### src/rtl/sld_cfg.svh
`ifndef SLD_CFG_SVH
`define SLD_CFG_SVH

// Number of shift stages, latch bits and driver outputs.
`define SLD_STAGES      48
// Depth of the bit buffer between the pin sampler and the shift register.
`define SLD_FIFO_DEPTH  4
// Width of one buffered word: a single serial data bit.
`define SLD_FIFO_WIDTH  1
// Power-up value of shift register, latch and drivers; the real part has no defined value.
`define SLD_STAGE_INIT  48'h0000_0000_0000
// Value of every driver output while the outputs are forced high.
`define SLD_ALL_HIGH    48'hFFFF_FFFF_FFFF

`endif

### src/rtl/sld_pkg.sv
package sld_pkg;

    // Everything the display controller drives into the device, sampled together.
    typedef struct packed {
        logic serial_clk;
        logic serial_data;
        logic latch_strobe;
        logic blank_outputs_low;
        logic force_all_high;
    } pin_sample_t;

    // One bit on its way into the shift register.
    typedef struct packed {
        logic valid;
        logic data;
    } pend_bit_t;

endpackage

### src/rtl/serial_shift_latch_driver.sv
`timescale 1ns/1ps
`include "sld_cfg.svh"

module serial_shift_latch_driver
    import sld_pkg::*;
#(
    parameter int STAGES = `SLD_STAGES
) (
    input  wire logic              sys_clk_i,
    input  wire logic              rst_n_i,
    input  wire logic              serial_clk_i,
    input  wire logic              serial_data_i,
    input  wire logic              latch_strobe_i,
    input  wire logic              blank_outputs_low_i,
    input  wire logic              force_all_high_i,
    output logic                   serial_out_o,
    output logic      [STAGES-1:0] driver_out_o
);

    pin_sample_t       pins_raw;
    pin_sample_t       sync1_reg;
    pin_sample_t       sync2_reg;
    logic              sclk_prev_reg;
    logic              strobe_prev_reg;
    pin_sample_t       sync1_next;
    pin_sample_t       sync2_next;
    logic              sclk_prev_next;
    logic              strobe_prev_next;
    pend_bit_t         pend_reg;
    pend_bit_t         pend_next;
    logic [STAGES-1:0] shift_reg;
    logic [STAGES-1:0] shift_next;
    logic [STAGES-1:0] latch_reg;
    logic [STAGES-1:0] latch_next;
    logic [STAGES-1:0] drive_reg;
    logic [STAGES-1:0] drive_next;
    logic              sclk_rise;
    logic              strobe_fall;
    logic              push_valid;
    logic              push_ready;
    logic              push_data;
    logic              pop_valid;
    logic              pop_ready;
    logic              pop_data;
    logic              pop_fire;

    ////////////////////////////////////////////////////////////////////////////////

    assign pins_raw = '{serial_clk:        serial_clk_i,
                        serial_data:       serial_data_i,
                        latch_strobe:      latch_strobe_i,
                        blank_outputs_low: blank_outputs_low_i,
                        force_all_high:    force_all_high_i};

    // Every pin crosses two flip-flops; edges are found only on the second stage.
    always_comb begin
        sync1_next       = pins_raw;
        sync2_next       = sync1_reg;
        sclk_prev_next   = sync2_reg.serial_clk;
        strobe_prev_next = sync2_reg.latch_strobe;
    end

    always_ff @(posedge sys_clk_i or negedge rst_n_i) begin
        if (!rst_n_i) begin
            sync1_reg       <= '0;
            sync2_reg       <= '0;
            sclk_prev_reg   <= 1'b0;
            strobe_prev_reg <= 1'b0;
        end else begin
            sync1_reg       <= sync1_next;
            sync2_reg       <= sync2_next;
            sclk_prev_reg   <= sclk_prev_next;
            strobe_prev_reg <= strobe_prev_next;
        end
    end

    assign sclk_rise   = sync2_reg.serial_clk & ~sclk_prev_reg;
    assign strobe_fall = strobe_prev_reg & ~sync2_reg.latch_strobe;

    ////////////////////////////////////////////////////////////////////////////////

    // A bit that meets a full buffer waits here; one waiting bit covers the single
    // stall cycle the drain side can cause.
    assign push_valid = pend_reg.valid | sclk_rise;
    assign push_data  = pend_reg.valid ? pend_reg.data : sync2_reg.serial_data;

    always_comb begin
        pend_next.valid = pend_reg.valid ? (~push_ready | sclk_rise) : (sclk_rise & ~push_ready);
        pend_next.data  = (pend_reg.valid & ~push_ready) ? pend_reg.data
                                                         : sync2_reg.serial_data;
    end

    always_ff @(posedge sys_clk_i or negedge rst_n_i) begin
        if (!rst_n_i) begin
            pend_reg <= '0;
        end else begin
            pend_reg <= pend_next;
        end
    end

    bit_fifo #(
        .WIDTH (`SLD_FIFO_WIDTH),
        .DEPTH (`SLD_FIFO_DEPTH)
    ) u_bit_fifo (
        .sys_clk_i    (sys_clk_i),
        .rst_n_i      (rst_n_i),
        .push_valid_i (push_valid),
        .push_ready_o (push_ready),
        .push_data_i  (push_data),
        .pop_valid_o  (pop_valid),
        .pop_ready_i  (pop_ready),
        .pop_data_o   (pop_data)
    );

    // Shifting pauses in the cycle the strobe falls, so the held snapshot is settled.
    assign pop_ready = ~strobe_fall;
    assign pop_fire  = pop_valid & pop_ready;

    ////////////////////////////////////////////////////////////////////////////////

    // Blanking outranks force-high, which outranks the latch, so a test pattern never shows while the outputs are blanked.
    function automatic logic [STAGES-1:0] drive_pattern(
        input logic              blank,
        input logic              force_hi,
        input logic [STAGES-1:0] held
    );
        if (blank) begin
            drive_pattern = '0;
        end else if (force_hi) begin
            drive_pattern = `SLD_ALL_HIGH;
        end else begin
            drive_pattern = held;
        end
    endfunction

    always_comb begin
        shift_next = pop_fire ? {shift_reg[STAGES-2:0], pop_data} : shift_reg;
        latch_next = sync2_reg.latch_strobe ? shift_reg : latch_reg;
        drive_next = drive_pattern(sync2_reg.blank_outputs_low, sync2_reg.force_all_high,
                                   latch_reg);
    end

    always_ff @(posedge sys_clk_i or negedge rst_n_i) begin
        if (!rst_n_i) begin
            shift_reg <= `SLD_STAGE_INIT;
            latch_reg <= `SLD_STAGE_INIT;
            drive_reg <= `SLD_STAGE_INIT;
        end else begin
            shift_reg <= shift_next;
            latch_reg <= latch_next;
            drive_reg <= drive_next;
        end
    end

    assign serial_out_o = shift_reg[STAGES-1];
    assign driver_out_o = drive_reg;
endmodule

### src/rtl/bit_fifo.sv
`timescale 1ns/1ps
`include "sld_cfg.svh"

module bit_fifo #(
    parameter int WIDTH = `SLD_FIFO_WIDTH,
    parameter int DEPTH = `SLD_FIFO_DEPTH
) (
    input  wire logic             sys_clk_i,
    input  wire logic             rst_n_i,
    input  wire logic             push_valid_i,
    output logic                  push_ready_o,
    input  wire logic [WIDTH-1:0] push_data_i,
    output logic                  pop_valid_o,
    input  wire logic             pop_ready_i,
    output logic      [WIDTH-1:0] pop_data_o
);

    localparam int PW = $clog2(DEPTH);

    logic [WIDTH-1:0] mem_reg [DEPTH];
    logic [PW-1:0]    wr_ptr_reg;
    logic [PW-1:0]    wr_ptr_next;
    logic [PW-1:0]    rd_ptr_reg;
    logic [PW-1:0]    rd_ptr_next;
    logic [PW:0]      count_reg;
    logic [PW:0]      count_next;
    logic             push_fire;
    logic             pop_fire;

    ////////////////////////////////////////////////////////////////////////////////

    function automatic logic [PW-1:0] ptr_inc(input logic [PW-1:0] p);
        ptr_inc = (p == PW'(DEPTH - 1)) ? '0 : p + PW'(1);
    endfunction

    assign push_ready_o = (count_reg != (PW+1)'(DEPTH));
    assign pop_valid_o  = (count_reg != '0);
    assign pop_data_o   = mem_reg[rd_ptr_reg];
    assign push_fire    = push_valid_i & push_ready_o;
    assign pop_fire     = pop_valid_o & pop_ready_i;

    always_comb begin
        wr_ptr_next = push_fire ? ptr_inc(wr_ptr_reg) : wr_ptr_reg;
        rd_ptr_next = pop_fire ? ptr_inc(rd_ptr_reg) : rd_ptr_reg;
        count_next  = count_reg + (PW+1)'(push_fire) - (PW+1)'(pop_fire);
    end

    always_ff @(posedge sys_clk_i or negedge rst_n_i) begin
        if (!rst_n_i) begin
            wr_ptr_reg <= '0;
            rd_ptr_reg <= '0;
            count_reg  <= '0;
        end else begin
            wr_ptr_reg <= wr_ptr_next;
            rd_ptr_reg <= rd_ptr_next;
            count_reg  <= count_next;
        end
    end

    // Storage needs no reset; only the count decides what is valid.
    always_ff @(posedge sys_clk_i) begin
        if (push_fire) begin
            mem_reg[wr_ptr_reg] <= push_data_i;
        end
    end
endmodule

### config.mk
export PLATFORM = sky130hd
export DESIGN_NAME = serial_shift_latch_driver
export DESIGN_NICKNAME = d
export VERILOG_FILES = /design/src/rtl/sld_pkg.sv /design/src/rtl/serial_shift_latch_driver.sv /design/src/rtl/bit_fifo.sv
export VERILOG_INCLUDE_DIRS = /design/src /design/src/rtl
export SDC_FILE = /design/constraint.sdc
export NUM_CORES = 1
export LEC_CHECK = 0
export ABC_AREA = 1
export BUFFER_PORTS_ARGS = -buffer_cell sky130_fd_sc_hd__buf_4
export CAP_MARGIN = 40
export CORE_ASPECT_RATIO = 1.25
export CORE_UTILIZATION = 55
export DETAILED_ROUTE_END_ITERATION = 8
export HOLD_SLACK_MARGIN = 0.15
export PLACE_DENSITY = 0.75
export RECOVER_POWER = 50
export SLEW_MARGIN = 20
export SYNTH_ARGS = -nofsm -noshare
export SYNTH_HDL_FRONTEND = slang
export SYNTH_SLANG_ARGS = --single-unit
### constraint.sdc
create_clock -name sys_clk_i -period 2.3 [get_ports sys_clk_i]
set_input_delay 0 -clock sys_clk_i [delete_from_list [all_inputs] [get_ports sys_clk_i]]
set_output_delay 0 -clock sys_clk_i [all_outputs]
set_load 0.1 [all_outputs]
==> results.cfg, run 1 <==
[sta]
maxSlewViolCount = 0
setup_viol = 0
rsz0062_at_grt = no
max_freq_mhz = 511
fin_crit_sh_pct = 85.2
finalHoldViolCount = 0
finClkSkew_ns = 0.00970
max_slew_margin_pct = 21.4
whs_ns = 0.164
layout_setup_ws_ns = 0.341
fin_crit_ns = 1.96
worst_slew_pin_slew_ns = 1.18
tns_ns = 0

[logic_synthesis]
ys_seq_area_share_pct = 67.8
synth_area_per_cell_sq_um = 10.3
netlist_area_sq_um = 6260
synth_cell_types = 25
ys_ff_latch = 169
yosysWarningCount = 0
synth.net_count = 623
syn_inst = 608

[clock_network]
cts_made_buffers = 17
cts.repair.resized = 0
clockBufferDepth = 2
cts_hold_buf = 6
cts_root_buf = clkbuf_16
worstSkewPairLatency_ns = 0.42
cts_tree = done
h-tree-depth = 4
clk_pin_slew_worst_paths_ns = 0.06
clock-sinks = 169
post_cts_buffers = 0

[worst_setup_path]
worstPathRequired_ns = 2.60
cp_slowest_cell = dfrtp_1
startpoint_type = flop
criticalPathCategory = reg2reg
crit_family = adder cells
crit_arrival_ns = 2.26
end_kind = flop
path_max_fanout = 3
r2r_setup_slack_ns = 0.34
critical_path_buf_inv_count = 3
path_cells = inv_1, nand3_2, nand2_8, inv_6, ha_1, inv_1, ha_1, fa_1, xor2_1
max_stage_delay_ns = 0.39

[final_layout]
instances_no_fill = 809
layout_commonest_cell = nand2_1
fin_area_sq_um = 7200
drive_gt1_share_pct = 11.4
final_cell_mix = nand2_1 (203), dfrtp_1 (164), inv_1 (70)
seqCellArea_sq_um = 4250
fillers = 862
finish.utilization_pct = 65.0
antenna_cells = 0
area_growth_pct = 15.0
multi_input_area_sq_um = 1530
fin_nets = 680

[detailed_routing]
drc = 0
first_iter_violations = 267
drt-total-wl_um = 10900
via_per_inst = 5.03
dr.pass1.iters = 4
num_vias = 4073
ant_nets = 0
wl_per_cell_um = 13.4

[status]
outcome = finished, final reports clean

[die]
die_y_um = 121
ios = 56
start_util_pct = 56.5
fp.dieW_um = 97.5
core_sq_um = 11100
die_area_sq_um = 11800
row_count = 43

[global_routing]
overflow = 0
first_global_vias = 4033
track_usage_pct = 20.0
grt_first_pass_wirelength_um = 18600
grt_max_degree = 98
antenna_found_initial = 0

[placed_design]
portBuffers = 55
dp.cells = 775
placed_cell_area_sq_um = 6730
place_ws_ns = 0.384
place_congestion = 0.754
hpwl_um = 6110

[run]
maxCapViolCount = 0

[power]
ir_drop_v = 0.000655
total_power_mw = 8.87
leakage_nw = 3.62
power_density_nw_per_um2 = 1230

[hold_path]
hold_class = in2async
-- synthesized netlist by cell type --
cell      count  share of area (%)
xor2_1        1               0.14
ha_1          7                1.4
buf_2        10               0.80
o21ai_1       1              0.080
nand2_1     203                 12
or2_2         1               0.10
edfxtp_1      4                1.9
inv_6         1               0.14
buf_6         5               0.90
nand3_1       3               0.24
nor2_1        5               0.30
buf_4         6               0.72
xnor2_1       1               0.14
nand2_2       9               0.90
nand2_8       1               0.32
clkbuf_1      9               0.54
dfrtp_1     165                 66
buf_12        1               0.32
inv_2         3               0.18
nand3_2       1               0.16
inv_1        69                4.1
a21oi_1      48                3.8
o21ai_0      52                4.2
nand2_4       1               0.18
fa_1          1               0.32
-- final timing paths --
path	start	end	cells after the start
setup / recovery	u_bit_fifo.count_reg[1]	u_bit_fifo.count_reg[2]	9
setup reg to reg	u_bit_fifo.count_reg[1]	u_bit_fifo.count_reg[2]	9
max in group asynchronous	rst_n_i	latch_reg[18]	3
min in group sys_clk_i	latch_strobe_i	sync1_reg[2]	2
hold reg to reg	sync1_reg[3]	sync2_reg[3]	0
hold / removal	rst_n_i	driver_out_o[22]	2
-- power by group --
group | leakage [nW] | total [mW] | internal [mW] | switching, mW
Combinational | 1.15 | 2.18 | 0.527 | 1.65
Sequential | 2.20 | 4.01 | 3.65 | 0.359
Clock | 0.273 | 2.68 | 1.63 | 1.06
-- per-layer routing --
metal	vias up	global-route usage (%)	routed length, um
li1	1970	-	-
met1	2020	24.8	4500
met2	69	34.0	5750
met3	14	5.01	424
met4	0	7.81	176
met5	-	0	0
-- layout make-up --
class	count	area share (%)
well taps	135	2.34
repair buffers	69	5.82
clock buffers	20	6.34
multi-input cells	335	21.2
clock inverters	8	1.39
flip-flops and latches	169	59.0
inverters	73	3.87
-- worst register-to-register path, cell delays in order, from the launching register on --
cell	delay, ns
dfrtp_1	0.39
inv_1	0.14
nand3_2	0.15
nand2_8	0.10
inv_6	0.03
ha_1	0.26
inv_1	0.04
ha_1	0.18
fa_1	0.39
xor2_1	0.17
-- cells by family (layout without fill, tap and decap cells) --
family / after synthesis / in the layout / share of synthesized area (%)
XOR/XNOR: 2 / 2 / 0.280
adder cells (fa/ha/maj): 8 / 8 / 1.72
flip-flops: 169 / 169 / 67.8
AND/OR/NAND/NOR: 224 / 224 / 14.4
buffers and inverters: 104 / 170 / 7.73
AO/OA/AOI/OAI: 101 / 101 / 8.07
Power figures use the tool's default switching activity.
==> run 2, diff against run 1 <==
- CTS_CLUSTER_DIAMETER: not set -> 50
- clock period: 2.3 -> 1.9 ns (I/O delays scaled with it)
==> results.cfg, run 2 (synthesis results as in run 1) <==
[clock_network]
worstSkewPairLatency_ns = 0.41
cts_root_buf = clkbuf_16
post_cts_buffers = 0
cts_tree = done
clock-sinks = 169
clk_pin_slew_worst_paths_ns = 0.07
clockBufferDepth = 2
cts_made_buffers = 17
h-tree-depth = 4

[placed_design]
hpwl_um = 6310
place_ws_ns = 0.0736
place_congestion = 0.772
portBuffers = 55

[global_routing]
grtUsageMet2_pct = 36.7
track_usage_pct = 20.9
grt-busiest-layer = met2
grt_max_degree = 98
grtUsageMet1_pct = 24.9
antenna_found_initial = 0
first_global_vias = 4276
met3_usage_pct = 5.99
grt_first_pass_wirelength_um = 19500
overflow = 0

[worst_setup_path]
worstPathRequired_ns = 2.19
crit_arrival_ns = 2.12
startpoint_type = flop
end_kind = flop
path_max_fanout = 3
reg2reg_depth = 9
max_stage_delay_ns = 0.41
criticalPathCategory = reg2reg
path_cells = inv_2, nand3_4, nand2_8, inv_8, ha_4, inv_2, ha_4, fa_2, xor2_1
cp_slowest_cell = dfrtp_1

[sta]
finalHoldViolCount = 0
rsz0062_at_grt = no
maxSlewViolCount = 0
layout_setup_ws_ns = 0.0706
max_slew_margin_pct = 22.6
worst_slew_pin_slew_ns = 1.17
fin_crit_sh_pct = 96.3
whs_ns = 0.251
setup_viol = 0
finClkSkew_ns = 0.00746
max_freq_mhz = 547
fin_crit_ns = 1.83

[power]
power_density_nw_per_um2 = 1510
ir_drop_v = 0.000813
total_power_mw = 11.0
leakage_nw = 3.68

[final_layout]
layout_commonest_cell = nand2_1
drive_gt1_share_pct = 15.3
fillers = 842
final_cell_mix = nand2_1 (203), dfrtp_1 (164), inv_1 (67)
area_growth_pct = 16.1
antenna_cells = 0
fin_nets = 683
finish.utilization_pct = 65.6

[die]
die_y_um = 121
ios = 56
die_area_sq_um = 11800
fp.dieW_um = 97.5
core_sq_um = 11100
row_count = 43
start_util_pct = 56.5

[detailed_routing]
first_iter_violations = 314
ant_nets = 0
dr.pass1.iters = 5
via_per_inst = 5.06
num_vias = 4129
wl_per_cell_um = 13.7
drc = 0
drt-total-wl_um = 11200

[hold_path]
hold_depth = 2
hold_class = in2reg

[run]
maxCapViolCount = 0

[status]
outcome = finished, final reports clean
-- run 2: cell types whose count changed in the layout (fill, tap and decap cells not counted), sizes merged --
cell	change
clkinvlp	+2
buf	-15
clkbuf	+16
inv	+2
clkinv	+1
dlygate4sd3	+1
-- run 2: cell type report --
cell class	count	area [sq um]	area share [%]
Sequential cell	169	4250	58.5
Clock buffer	19	443	6.09
Multi-Input combinational cell	335	1570	21.5
Timing Repair Buffer	72	415	5.71
Clock inverter	13	145	2.00
Inverter	73	282	3.87
Tap cell	135	169	2.32
-- run 2: worst paths after layout --
path                                          from                 endpoint  slack (ns)
max                        u_bit_fifo.count_reg[1]  u_bit_fifo.count_reg[2]        0.07
min                                  serial_data_i             sync1_reg[3]        0.25
max reg2reg                u_bit_fifo.count_reg[1]  u_bit_fifo.count_reg[2]        0.07
min reg2reg                           sync1_reg[3]             sync2_reg[3]        0.35
max in group asynchronous                  rst_n_i            latch_reg[32]        0.26
min in group asynchronous                  rst_n_i         driver_out_o[19]        0.75
-- run 2: critical path, delay by kind of cell (launching register included) --
kind                       cells  cell delay, ns
and+or+nand+nor                2            0.21
buffers and inverters          3            0.19
adders and majority gates      3            0.75
DFF                            1            0.41
xor gates and xnor gates       1            0.15
-- run 2: power breakdown --
| part | switching, mW | leakage [nW] | internal (mW) |
|---|---|---|---|
| registers | 0.454 | 2.20 | 4.42 |
| logic | 2.07 | 1.20 | 0.665 |
| clock network | 1.40 | 0.280 | 1.98 |
-- run 2: stage by stage --
step                      instance area, sq um  TNS [ns]  cells
after floorplan                           6300  -0.00330    608
final                                     7270         0    816
after global routing                      7270         0    816
after CTS                                 7430         0    816
after detailed placement                  6770         0    777
after global placement                    6770         0    777
-- run 2: repair_timing --
item / 4_1_cts / 5_1_grt
hold endpoints to repair: 170 / 0
hold buffers: 7 / 0
gates resized for setup: 0 / 0
-- run 2: layer usage --
layer	wire, um	share of wire [%]
met1	4740	42
met2	5970	53
met3	376	3.4
met4	95	0.85
met5	0	0
